==> src/design/gfx_datapath_regs.vh <==
`ifndef GFX_DATAPATH_REGS_VH
`define GFX_DATAPATH_REGS_VH

// ----------------------------------------
// io ports and register indices
// ----------------------------------------
`define GFX_PORT_INDEX 16'h03ce
`define GFX_PORT_DATA 16'h03cf
`define GFX_IDX_SET_RESET 4'h0
`define GFX_IDX_SR_ENABLE 4'h1
`define GFX_IDX_CMP_COLOR 4'h2
`define GFX_IDX_ROTATE 4'h3
`define GFX_IDX_READ_PLANE 4'h4
`define GFX_IDX_MODE 4'h5
`define GFX_IDX_MISC 4'h6
`define GFX_IDX_CMP_INCLUDE 4'h7
`define GFX_IDX_BIT_MASK 4'h8

// ----------------------------------------
// field positions
// ----------------------------------------
`define ROT_FUNC_HI 4
`define ROT_FUNC_LO 3
`define ROT_CNT_HI 2
`define ROT_CNT_LO 0
`define MODE_256 6
`define MODE_SHIFT_FMT 5
`define MODE_ODD_EVEN 4
`define MODE_READ_CMP 3
`define MODE_WR_HI 1
`define MODE_WR_LO 0
`define MISC_WIN_HI 3
`define MISC_WIN_LO 2
`define MISC_ODD_EVEN 1
`define MISC_GFX 0

// ----------------------------------------
// encodings and reset values
// ----------------------------------------
`define FUNC_PASS 2'h0
`define FUNC_AND 2'h1
`define FUNC_OR 2'h2
`define FUNC_XOR 2'h3
`define WMODE_0 2'h0
`define WMODE_1 2'h1
`define WMODE_2 2'h2
`define WMODE_3 2'h3
`define WIN_A0_BF 2'h0
`define WIN_A0_AF 2'h1
`define WIN_B0_B7 2'h2
`define WIN_B8_BF 2'h3
`define SEG_A 5'h14
`define SEG_B 5'h16
`define SEG_B8 5'h17
`define REG_RESET 8'h00

`endif

==> src/design/gfx_plane_writer.v <==
`timescale 1ns/1ps
`include "gfx_datapath_regs.vh"

module gfx_plane_writer (
	input wire [1:0] wmode_i,
	input wire [1:0] func_i,
	input wire [7:0] rot_data_i,
	input wire sr_bit_i,
	input wire sr_en_i,
	input wire cpu_bit_i,
	input wire [7:0] bit_mask_i,
	input wire [7:0] latch_i,
	output reg [7:0] wdata_o
);
	reg [7:0] src;
	reg [7:0] alu;
	reg [7:0] msk;

	always @* begin
		src = rot_data_i;
		msk = bit_mask_i;
		case (wmode_i)
			`WMODE_0: src = sr_en_i ? {8{sr_bit_i}} : rot_data_i;
			`WMODE_2: src = {8{cpu_bit_i}};
			`WMODE_3: begin
				src = {8{sr_bit_i}};
				msk = rot_data_i & bit_mask_i;
			end
			default: src = rot_data_i;
		endcase
		case (func_i)
			`FUNC_AND: alu = src & latch_i;
			`FUNC_OR: alu = src | latch_i;
			`FUNC_XOR: alu = src ^ latch_i;
			default: alu = src;
		endcase
		// masked positions keep the latched byte
		if (wmode_i == `WMODE_1)
			wdata_o = latch_i;
		else
			wdata_o = (alu & msk) | (latch_i & ~msk);
	end
endmodule

==> src/design/gfx_shift_loader.v <==
`timescale 1ns/1ps
`include "gfx_datapath_regs.vh"

module gfx_shift_loader (
	input wire mclk_i,
	input wire reset_n_i,
	input wire load_i,
	input wire dot_en_i,
	input wire [31:0] data_i,
	input wire mode256_i,
	input wire shift_fmt_i,
	input wire [1:0] attr_msb_i,
	output reg [7:0] pixel_o
);
	reg [31:0] sh_q;
	reg [1:0] byte_q;
	wire [7:0] m0 = data_i[7:0];
	wire [7:0] m1 = data_i[15:8];
	wire [7:0] m2 = data_i[23:16];
	wire [7:0] m3 = data_i[31:24];
	wire [31:0] fmt_cga = {m3[7], m3[5], m3[3], m3[1], m2[7], m2[5], m2[3], m2[1],
		m3[6], m3[4], m3[2], m3[0], m2[6], m2[4], m2[2], m2[0],
		m1[7], m1[5], m1[3], m1[1], m0[7], m0[5], m0[3], m0[1],
		m1[6], m1[4], m1[2], m1[0], m0[6], m0[4], m0[2], m0[0]};
	wire [3:0] plane_bits = {sh_q[31], sh_q[23], sh_q[15], sh_q[7]};
	reg [7:0] byte_sel;

	always @* begin
		case (byte_q)
			2'h0: byte_sel = sh_q[7:0];
			2'h1: byte_sel = sh_q[15:8];
			2'h2: byte_sel = sh_q[23:16];
			default: byte_sel = sh_q[31:24];
		endcase
	end

	always @(posedge mclk_i or negedge reset_n_i) begin
		if (!reset_n_i) begin
			sh_q <= 32'h00000000;
			byte_q <= 2'h0;
			pixel_o <= 8'h00;
		end else if (load_i) begin
			// 256-colour keeps bytes whole; otherwise the shift format bit picks interleaved or per-register layout
			sh_q <= (shift_fmt_i && !mode256_i) ? fmt_cga : data_i;
			byte_q <= 2'h0;
		end else if (dot_en_i) begin
			if (mode256_i) begin
				pixel_o <= byte_sel;
				byte_q <= byte_q + 2'h1;
			end else begin
				// msb leaves first in every register
				pixel_o <= {attr_msb_i, 2'h0, plane_bits};
				sh_q <= {sh_q[30:24], 1'b0, sh_q[22:16], 1'b0, sh_q[14:8], 1'b0,
					sh_q[6:0], 1'b0};
			end
		end
	end
endmodule

==> src/design/gfx_datapath.v <==
`timescale 1ns/1ps
`include "gfx_datapath_regs.vh"

module gfx_datapath #(
	parameter MAP_AW = 16
) (
	input wire mclk_i,
	input wire reset_n_i,
	input wire [15:0] io_addr_i,
	input wire io_wr_i,
	input wire io_rd_i,
	input wire [7:0] io_wdata_i,
	output reg [7:0] io_rdata_o,
	output reg io_rvalid_o,
	input wire [19:0] mem_addr_i,
	input wire mem_wr_i,
	input wire mem_rd_i,
	input wire [7:0] mem_wdata_i,
	output wire mem_hit_o,
	output reg [7:0] mem_rdata_o,
	output reg mem_rvalid_o,
	input wire seq_chain_i,
	output reg [MAP_AW-1:0] map_addr_o,
	output reg [3:0] map_we_o,
	output reg map_rd_o,
	output reg [31:0] map_wdata_o,
	input wire [31:0] map_rdata_i,
	input wire map_rvalid_i,
	input wire shift_load_i,
	input wire dot_en_i,
	input wire [31:0] shift_data_i,
	input wire [1:0] attr_msb_i,
	output wire [7:0] pixel_o,
	output wire gfx_mode_o
);
	// ----------------------------------------
	// register file
	// ----------------------------------------
	reg [3:0] index_q;
	reg [3:0] set_reset_q;
	reg [3:0] sr_enable_q;
	reg [3:0] cmp_color_q;
	reg [4:0] write_rotate_function_q;
	reg [1:0] read_plane_select_q;
	reg [7:0] gfx_mode_control_q;
	reg [3:0] gfx_misc_control_q;
	reg [3:0] compare_plane_include_q;
	reg [7:0] write_bit_mask_q;
	reg [31:0] latch_q;
	reg rd_pend_q;
	reg [1:0] rd_plane_q;
	reg [7:0] reg_rd;

	wire idx_sel = (io_addr_i == `GFX_PORT_INDEX);
	wire dat_sel = (io_addr_i == `GFX_PORT_DATA);
	wire [1:0] func = write_rotate_function_q[`ROT_FUNC_HI:`ROT_FUNC_LO];
	wire [2:0] rot_cnt = write_rotate_function_q[`ROT_CNT_HI:`ROT_CNT_LO];
	wire [1:0] wmode = gfx_mode_control_q[`MODE_WR_HI:`MODE_WR_LO];
	wire read_cmp = gfx_mode_control_q[`MODE_READ_CMP];
	wire [1:0] window = gfx_misc_control_q[`MISC_WIN_HI:`MISC_WIN_LO];
	wire odd_even = gfx_misc_control_q[`MISC_ODD_EVEN] | gfx_mode_control_q[`MODE_ODD_EVEN];

	assign gfx_mode_o = gfx_misc_control_q[`MISC_GFX];

	// ----------------------------------------
	// register writes through the index port
	// ----------------------------------------
	always @(posedge mclk_i or negedge reset_n_i) begin
		if (!reset_n_i) begin
			index_q <= 4'h0;
			set_reset_q <= 4'h0;
			sr_enable_q <= 4'h0;
			cmp_color_q <= 4'h0;
			write_rotate_function_q <= 5'h00;
			read_plane_select_q <= 2'h0;
			gfx_mode_control_q <= `REG_RESET;
			gfx_misc_control_q <= 4'h0;
			compare_plane_include_q <= 4'h0;
			write_bit_mask_q <= `REG_RESET;
		end else if (io_wr_i && idx_sel) begin
			index_q <= io_wdata_i[3:0];
		end else if (io_wr_i && dat_sel) begin
			case (index_q)
				`GFX_IDX_SET_RESET: set_reset_q <= io_wdata_i[3:0];
				`GFX_IDX_SR_ENABLE: sr_enable_q <= io_wdata_i[3:0];
				`GFX_IDX_CMP_COLOR: cmp_color_q <= io_wdata_i[3:0];
				`GFX_IDX_ROTATE: write_rotate_function_q <= io_wdata_i[4:0];
				`GFX_IDX_READ_PLANE: read_plane_select_q <= io_wdata_i[1:0];
				// bits 7 and 2 are reserved and held at zero
				`GFX_IDX_MODE: gfx_mode_control_q <= io_wdata_i & 8'h7b;
				`GFX_IDX_MISC: gfx_misc_control_q <= io_wdata_i[3:0];
				`GFX_IDX_CMP_INCLUDE: compare_plane_include_q <= io_wdata_i[3:0];
				`GFX_IDX_BIT_MASK: write_bit_mask_q <= io_wdata_i;
				default: index_q <= index_q;
			endcase
		end
	end

	// ----------------------------------------
	// register readback
	// ----------------------------------------
	always @* begin
		case (index_q)
			`GFX_IDX_SET_RESET: reg_rd = {4'h0, set_reset_q};
			`GFX_IDX_SR_ENABLE: reg_rd = {4'h0, sr_enable_q};
			`GFX_IDX_CMP_COLOR: reg_rd = {4'h0, cmp_color_q};
			`GFX_IDX_ROTATE: reg_rd = {3'h0, write_rotate_function_q};
			`GFX_IDX_READ_PLANE: reg_rd = {6'h00, read_plane_select_q};
			`GFX_IDX_MODE: reg_rd = gfx_mode_control_q;
			`GFX_IDX_MISC: reg_rd = {4'h0, gfx_misc_control_q};
			`GFX_IDX_CMP_INCLUDE: reg_rd = {4'h0, compare_plane_include_q};
			`GFX_IDX_BIT_MASK: reg_rd = write_bit_mask_q;
			default: reg_rd = 8'h00;
		endcase
	end

	// ----------------------------------------
	// io read answer
	// ----------------------------------------
	always @(posedge mclk_i or negedge reset_n_i) begin
		if (!reset_n_i) begin
			io_rdata_o <= 8'h00;
			io_rvalid_o <= 1'b0;
		end else begin
			io_rvalid_o <= io_rd_i & (idx_sel | dat_sel);
			if (io_rd_i && idx_sel)
				io_rdata_o <= {4'h0, index_q};
			else if (io_rd_i && dat_sel)
				io_rdata_o <= reg_rd;
		end
	end

	// ----------------------------------------
	// memory window and map addressing
	// ----------------------------------------
	reg win_hit;
	reg [16:0] win_off;

	always @* begin
		win_off = mem_addr_i[16:0];
		case (window)
			`WIN_A0_BF: win_hit = ({mem_addr_i[19:17], 2'h0} == `SEG_A);
			`WIN_A0_AF: win_hit = ({mem_addr_i[19:16], 1'b0} == `SEG_A);
			`WIN_B0_B7: win_hit = (mem_addr_i[19:15] == `SEG_B);
			default: win_hit = (mem_addr_i[19:15] == `SEG_B8);
		endcase
		// smaller windows start their map offset at zero
		if (window != `WIN_A0_BF)
			win_off[16] = 1'b0;
		if (window[1])
			win_off[15] = 1'b0;
	end

	assign mem_hit_o = win_hit & (mem_rd_i | mem_wr_i);

	// ----------------------------------------
	// odd/even map steering
	// ----------------------------------------
	// odd/even: a0 picks the map pair; it is replaced by the top window bit
	wire [3:0] pair_en = win_off[0] ? 4'ha : 4'h5;
	wire [MAP_AW-1:0] oe_addr = {win_off[MAP_AW-1:1], win_off[MAP_AW]};
	wire [MAP_AW-1:0] map_addr = odd_even ? oe_addr : win_off[MAP_AW-1:0];
	wire [3:0] map_en = odd_even ? pair_en : 4'hf;

	// ----------------------------------------
	// write path
	// ----------------------------------------
	wire [15:0] rot_dbl = {mem_wdata_i, mem_wdata_i};
	wire [7:0] rot_data = rot_dbl[rot_cnt +: 8];
	wire [31:0] wr_bytes;

	// ----------------------------------------
	// per-map write data
	// ----------------------------------------
	genvar gi;
	generate
		for (gi = 0; gi < 4; gi = gi + 1) begin : g_plane
			gfx_plane_writer u_writer (
				.wmode_i(wmode),
				.func_i(func),
				.rot_data_i(rot_data),
				.sr_bit_i(set_reset_q[gi]),
				.sr_en_i(sr_enable_q[gi]),
				.cpu_bit_i(mem_wdata_i[gi]),
				.bit_mask_i(write_bit_mask_q),
				.latch_i(latch_q[8*gi +: 8]),
				.wdata_o(wr_bytes[8*gi +: 8])
			);
		end
	endgenerate

	// ----------------------------------------
	// map port requests
	// ----------------------------------------
	always @(posedge mclk_i or negedge reset_n_i) begin
		if (!reset_n_i) begin
			map_addr_o <= {MAP_AW{1'b0}};
			map_we_o <= 4'h0;
			map_rd_o <= 1'b0;
			map_wdata_o <= 32'h00000000;
		end else begin
			map_we_o <= 4'h0;
			map_rd_o <= 1'b0;
			if (mem_wr_i && win_hit) begin
				map_addr_o <= map_addr;
				map_wdata_o <= wr_bytes;
				map_we_o <= map_en;
			end else if (mem_rd_i && win_hit) begin
				map_addr_o <= map_addr;
				map_rd_o <= 1'b1;
			end
		end
	end

	// ----------------------------------------
	// read path and latches
	// ----------------------------------------
	wire [7:0] cmp_vec [0:3];
	generate
		for (gi = 0; gi < 4; gi = gi + 1) begin : g_cmp
			assign cmp_vec[gi] = ~(map_rdata_i[8*gi +: 8] ^ {8{cmp_color_q[gi]}})
				| {8{~compare_plane_include_q[gi]}};
		end
	endgenerate
	wire [7:0] cmp_result = cmp_vec[0] & cmp_vec[1] & cmp_vec[2] & cmp_vec[3];

	// ----------------------------------------
	// plane select for reads
	// ----------------------------------------
	reg [1:0] plane_pick;
	always @* begin
		// chained addressing: low address bits pick the plane
		if (seq_chain_i)
			plane_pick = win_off[1:0];
		else if (odd_even)
			plane_pick = {read_plane_select_q[1], win_off[0]};
		else
			plane_pick = read_plane_select_q;
	end

	// ----------------------------------------
	// read answer and latches
	// ----------------------------------------
	always @(posedge mclk_i or negedge reset_n_i) begin
		if (!reset_n_i) begin
			latch_q <= 32'h00000000;
			rd_pend_q <= 1'b0;
			rd_plane_q <= 2'h0;
			mem_rdata_o <= 8'h00;
			mem_rvalid_o <= 1'b0;
		end else begin
			mem_rvalid_o <= 1'b0;
			if (map_rvalid_i && rd_pend_q) begin
				rd_pend_q <= 1'b0;
				latch_q <= map_rdata_i;
				mem_rvalid_o <= 1'b1;
				if (read_cmp)
					mem_rdata_o <= cmp_result;
				else
					mem_rdata_o <= map_rdata_i[8*rd_plane_q +: 8];
			end
			// a new read in the answering cycle must stay pending
			if (mem_rd_i && win_hit) begin
				rd_pend_q <= 1'b1;
				rd_plane_q <= plane_pick;
			end
		end
	end

	// ----------------------------------------
	// video shift load
	// ----------------------------------------
	gfx_shift_loader u_shift (
		.mclk_i(mclk_i),
		.reset_n_i(reset_n_i),
		.load_i(shift_load_i),
		.dot_en_i(dot_en_i),
		.data_i(shift_data_i),
		.mode256_i(gfx_mode_control_q[`MODE_256]),
		.shift_fmt_i(gfx_mode_control_q[`MODE_SHIFT_FMT]),
		.attr_msb_i(attr_msb_i),
		.pixel_o(pixel_o)
	);
endmodule

==> config.mk <==
export PLATFORM = sky130hd
export DESIGN_NAME = gfx_datapath
export DESIGN_NICKNAME = d
export VERILOG_FILES = /design/src/design/gfx_plane_writer.v /design/src/design/gfx_shift_loader.v /design/src/design/gfx_datapath.v
export VERILOG_INCLUDE_DIRS = /design/src /design/src/design
export SDC_FILE = /design/constraint.sdc
export NUM_CORES = 1
export LEC_CHECK = 0
export BUFFER_PORTS_ARGS = -buffer_cell sky130_fd_sc_hd__buf_2
export CAP_MARGIN = 40
export CELL_PAD_IN_SITES_DETAIL_PLACEMENT = 1
export CELL_PAD_IN_SITES_GLOBAL_PLACEMENT = 1
export CORE_ASPECT_RATIO = 1.5
export CORE_MARGIN = 2
export CORE_UTILIZATION = 45
export CTS_BUF_LIST = sky130_fd_sc_hd__clkbuf_2 sky130_fd_sc_hd__clkbuf_4 sky130_fd_sc_hd__clkbuf_8
export DETAILED_ROUTE_END_ITERATION = 12
export GPL_TIMING_DRIVEN = 0
export PLACE_DENSITY = 0.83
export SYNTH_ARGS = -nofsm -noshare
export SYNTH_HDL_FRONTEND = slang
export SYNTH_SLANG_ARGS = --single-unit
==> constraint.sdc <==
create_clock -name mclk_i -period 2.8 [get_ports mclk_i]
set_clock_uncertainty 0.1 [all_clocks]
set_input_delay 0.28 -clock mclk_i [delete_from_list [all_inputs] [get_ports mclk_i]]
set_output_delay 0.28 -clock mclk_i [all_outputs]
set_load 0.01 [all_outputs]
### Word level (Yosys, flattened, before mapping)

Index checks and enable logic that the tools add are counted.
W data, S select, Z words.

| operators by class | value |
|---|---|
| $add $sub $neg | 1 |
| equal/unequal tests | 25 |
| shifts and indexed selects | 2 |
| muxes and demuxes | 46 |
| bitwise operators | 52 |
| reduce and logical (&&, ||, !) cells | 31 |

Operators with widths:

| operator | number |
|---|---|
| $pmux W8 S3 | 9 |
| $and A8 B8 Y8 | 16 |
| $mux W8 | 13 |
| $mux W32 | 3 |
| $or A8 B8 Y8 | 12 |
| $pmux W8 S9 | 1 |
| $xor A8 B8 Y8 | 8 |
| $not A8 Y8 | 5 |
| $eq A16 B10 Y1 const B | 2 |
| $mux W16 | 2 |
| $shiftx A32 B6 Y8 | 1 |
| $mux W31 | 1 |
| $reduce_and A3 Y1 | 9 |
| $eq A4 B3 Y1 const B | 4 |
| $shiftx A16 B4 Y8 | 1 |
| $eq A2 B2 Y1 const B | 6 |
| $mux W4 | 3 |
| $reduce_bool A2 Y1 | 6 |
| $eq A5 B5 Y1 const B | 2 |
| $mux W1 | 9 |
| $eq A2 B1 Y1 const B | 4 |
| $eq A4 B2 Y1 const B | 2 |
| $eq A4 B4 Y1 const B | 2 |
| $logic_and A1 B1 Y1 | 8 |
| other kinds (13) | 28 |

| storage, ports and cells | value |
|---|---|
| register bits after elaboration | 193 |
| input bits | 128 |

### Depth between registers and ports, before layout

| depth | value |
|---|---|
| word-level depth | 8 |
| depth in mapped cells | 9 |

### Cells and area by module

Synthesis repeated with hierarchy kept, for this count alone.

| unflattened totals | value |
|---|---|
| cell total of the unflattened synthesis | 1277 |
| area, all modules | 13454.2 µm² |

By module, submodules not included:

| module | instances | cells each | area an instance (µm²) | seq. area each (µm²) |
|---|---|---|---|---|
| gfx_datapath | 1 | 551 | 7174.4 | 3728.6 |
| gfx_plane_writer | 4 | 127 | 933.4 | 0.0 |
| gfx_shift_loader | 1 | 218 | 2546.2 | 1051.0 |

### Worst setup path after synthesis

OpenSTA, ideal clock, no wires.

| path | value |
|---|---|
| kind | input-to-reg |
| start | input port io_addr_i[5] |
| end | register write_bit_mask_q[0] |
| arrival time | 2.415 ns |
| path slack | 0.160 ns |
| stages on the path | 6 |
| path buffers | 1 |
| cell sequence | or4b_1 -> or4_4 -> or2_4 -> buf_12 -> nor3_4 -> mux2_2 |

| between the ends | value |
|---|---|
| longest elaborated chain between the ends | 4 |

Ends and longest elaborated chain:

| what | line | text |
|---|---|---|
| start, declared | gfx_datapath.v:9 | `input wire [15:0] io_addr_i,` |
| $eq A16 B10 Y1 (no line) | n/a |  |
| $logic_and A1 B1 Y1 | gfx_datapath.v:80 | `end else if (io_wr_i && idx_sel) begin` |
| $not A1 Y1 (no line) | n/a |  |
| $reduce_and A3 Y1 (no line) (*) | n/a |  |
| end signal, assigned | gfx_datapath.v:79 | `` write_bit_mask_q <= `REG_RESET; `` |
| end signal, assigned | gfx_datapath.v:93 | `` `GFX_IDX_BIT_MASK: write_bit_mask_q <= io_wdata_i; `` |
| end, declared | gfx_datapath.v:48 | `reg [7:0] write_bit_mask_q;` |

Mark *: on every way between the ends. The rest lies on a longest branch, timed or not.
A chain may end at the register's enable or synchronous reset.

### Final worst setup path

| path | value |
|---|---|
| start | register gfx_mode_control_q[0] |
| end | register map_wdata_o[16] |

| between the ends | value |
|---|---|
| longest elaborated chain between the ends | 7 |

Ends and longest elaborated chain:

| what | line | text |
|---|---|---|
| start, declared | gfx_datapath.v:45 | `reg [7:0] gfx_mode_control_q;` |
| start signal, assigned | gfx_datapath.v:76 | `` gfx_mode_control_q <= `REG_RESET; `` |
| start signal, assigned | gfx_datapath.v:90 | `` `GFX_IDX_MODE: gfx_mode_control_q <= io_wdata_i & 8'h7b; `` |
| $eq A2 B2 Y1 / $logic_not A2 Y1 (equally long branches) | gfx_plane_writer.v:22 | `case (wmode_i)` |
| $pmux W8 S3 | gfx_plane_writer.v:22 |  |
| $xor A8 B8 Y8, or another cell as far along | gfx_plane_writer.v:34 | `` `FUNC_XOR: alu = src ^ latch_i; `` |
| $pmux W8 S3 | gfx_plane_writer.v:31 | `case (func_i)` |
| $and A8 B8 Y8 | gfx_plane_writer.v:41 | `wdata_o = (alu & msk) \| (latch_i & ~msk);` |
| $or A8 B8 Y8 | gfx_plane_writer.v:41 |  |
| $mux W8 (*) | gfx_plane_writer.v:38 | `` if (wmode_i == `WMODE_1) `` |
| end signal, assigned | gfx_datapath.v:206 | `map_wdata_o <= wr_bytes;` |
| end, declared | gfx_datapath.v:26 | `output reg [31:0] map_wdata_o,` |

Marked as above.

==> impl_metrics.yaml <==
placement:
  portBuffers: 207
  dp_hpwl_mm: 31.9
  place.gp.congestion: 0.966
critical_path:
  crit_chain: "inv_1 > a21oi_1 > a211oi_1 > ha_1 > mux2i_1 > nand2_1 > o21ai_0 > o211ai_1"
  crit_buf_inv: 1
  worstPathMaxFanout: 8
  worstSetupPathType: "reg -> reg"
  critPathSlowestCell: "a21oi_1"
  cpPeakStageDelay_ns: 0.72
  crit_arrival_ns: 3.28
  cp_data_required_time_ns: 3.09
  cp-end-kind: "register"
  cp_top_family: "compound AO/OA/AOI/OAI gates"
  startpoint_type: "register"
logic_synthesis:
  synth_top_area_share: 0.411
  synth_area_leaders: "dfrtp_1, mux2_2, mux2i_1"
  synth_top_family_by_area: "multiplexers"
  synth_compound_area_frac: 0.163
  synthCells: 1147
  synth_fp_nets: 1311
  synthAdderAreaFrac: 0.0387
  synth_common_cells: "dfrtp_1, nand2_1, o21ai_0"
  synthXorXnorAreaFrac: 0.0248
  synth-edff-count: 0
  yosysUniqueCellTypes: 58
  yosysSeqAreaShare: 0.411
  ys_warn_count: 0
  ys_ff_latch: 191
  ys.flop_type: "dfrtp_1"
  syn_area_um2: 11600
  synth_area_leader_cell: "dfrtp_1"
  syn_area_per_cell_um2: 10.1
  yosysMostFrequentCell: "dfrtp_1"
  synth-async-reset-ratio: 1.00
  synthMuxAreaShare: 0.201
  yosys.area_share.simple: 0.129
pwr:
  power.share.clock: 0.291
  p_seq_frac: 0.493
  power_switching_w: 0.00255
  power.internal_w: 0.00502
  switching_share: 0.337
  power_frac_comb: 0.216
  power_leakage_nw: 6.38
  ir_drop_uv: 353
  powerDensity_nw_per_um2: 524
finish:
  multiInputGateArea_um2: 6610
  regArea_um2: 4780
  final_layout_size_suffix_gt1_frac: 0.281
  fin_nets: 1607
  syn2layout_area_growth_pct: 24.1
  fill_cells: 2886
route:
  drt-initial-drc-count: 685
  drtAntennaViolNets: 0
  num_vias: 11100
  wl_per_cell_um: 25.4
  drc: 0
  drt-total-wl_mm: 45.4
  via_per_inst: 6.21
  dr.pass1.iters: 5
sta:
  setup_ws_ns: -0.194
  setup_viol: 1
  worstMarginPinSlew_ns: 0.972
  slew_violations: 0
  relSlewSlack: 0.352
  rsz0062_at_grt: "true"
  setup_tns_ns: -0.194
  min_period_ns: 2.99
  post-route-period-util: 1.07
  hold_violations: 0
  hold_ws_ns: 0.0256
  clock.fmax_mhz: 334
clocking:
  numCtsBuffers: 17
  clock_latency_ns: 0.52
  cts_tree: "done"
  cts_sinks: 191
  cts_root_buf: "clkbuf_8"
  cts.htree.levels: 4
  clkSlewWorstSetupHoldPaths_ns: 0.11
  cts_buffer_depth: 2
outcome:
  outcome: "complete, but fails checks"
  violations: "setup timing"
floorplan:
  fp.dieArea_um2: 27200
  fp.dieH_um: 201
  die_x_um: 135
  io_pins: 209
  core_um2: 25600
  start_util: 0.455
  row_count: 72
worst_hold_path:
  hold_path.class: "in -> reg"
grt:
  antenna_found_initial: 7
  grt_pass1_vias: 12300
  grt.total_usage: 0.340
  grt-ovfl-total: 0
  grt_pass1_wl_mm: 69.7
  grt_max_degree: 115
job:
  drv_cap: 0
-- cells in the final DEF, fill, tap and decap left out, drive strengths merged, types with 10 or more instances in the layout --
cell and count:
buf 234, dfrtp 191, nand2 180, o21ai 130, mux2 95, mux2i 88, clkbuf 81, dlygate4sd3 63
nand4 36, ha 36, a211oi 32, a21o 32, o211ai 32, xor2 32, mux4 17, inv 17
a21oi 17, a22o 13, nand3 12, nor2 11, nor2b 11, a221oi 11, nor3 10
-- through the flow --
step / instance area, um2 / util / std cells / power, W / setup slack, ns
CTS: 14300 / 0.560 / 1787 / 0.00747 / 0.0168
finish: 14400 / 0.564 / 1790 / 0.00756 / -0.194
floorplan: 11600 / - / 1147 / 0.00435 / 0.160
global route: 14400 / 0.564 / 1790 / 0.00788 / -0.404
global placement: 13100 / 0.512 / 1687 / 0.00510 / -1.89
detailed placement: 13100 / 0.514 / 1692 / 0.00521 / -0.440
-- power groups by stage --
stage	Sequential (W)	Combinational, W	Clock [W]
2_1_floorplan	0.00362	0.000730	0
3_3_place_gp	0.00368	0.00142	0
3_5_place_dp	0.00370	0.00151	0
4_1_cts	0.00365	0.00161	0.00221
5_1_grt	0.00377	0.00180	0.00231
6_report	0.00373	0.00163	0.00220
-- layout make-up --
cell class / count / share of cell area
clock inverters: 12 / 0.0137
repair buffers: 279 / 0.123
multi-input cells: 861 / 0.458
plain buffers: 79 / 0.0230
inverters: 14 / 0.00364
well taps: 333 / 0.0289
diodes: 1 / 0.000173
flip-flops and latches: 191 / 0.331
clock buffers: 20 / 0.0186
-- worst paths after layout --
path / slack, ns / startpoint / to / depth (start not counted)
min in group asynchronous: 0.35 / reset_n_i / mem_rdata_o[6] / 2
min reg2reg: 0.38 / io_rdata_o[7] / io_rdata_o[7] / 2
max in group asynchronous: 1.32 / reset_n_i / write_bit_mask_q[5] / 3
max reg2reg: -0.19 / gfx_mode_control_q[0] / map_wdata_o[16] / 8
max: -0.19 / gfx_mode_control_q[0] / map_wdata_o[16] / 8
min: 0.03 / shift_data_i[17] / u_shift.sh_q[24] / 3
-- metal layers --
layer,vias up,part of all wire,global-route usage
li1,4832,-,-
met1,5560,0.34,0.347
met2,525,0.51,0.593
met3,193,0.067,0.0773
met4,8,0.081,0.262
met5,-,0.0012,0
-- cell families (layout without fill, tap and decap cells) --
family	after synthesis	in the layout
XOR/XNOR	33	33
adder cells (fa/ha/maj)	36	36
AND/OR/NAND/NOR	298	298
other	0	1
AO/OA/AOI/OAI	294	294
multiplexers	200	200
flip-flops	191	191
buffers and inverters	95	404
-- state kept, by name, summed over array words and instances (netlist names), 6 cells and up --
register            cells
latch_q                32
mem_rdata_o             8
gfx_mode_control_q      6
write_bit_mask_q        8
io_rdata_o              8
u_shift.pixel_o         8
u_shift.sh_q           32
map_wdata_o            32
map_addr_o             16
-- worst min-delay path: stages --
cell	delay, ns
buf_2	0.09
mux2_2	0.13
a22o_1	0.11
-- what timing repair did --
item                       4_1_cts  5_1_grt
hold buffers                    63        0
pin swaps                        2        1
hold endpoints to repair       179        0
buffers inserted                 2        1
resized for setup               17       19
setup endpoints to repair       40       37
Note: power is estimated with default switching activity, not from simulation.
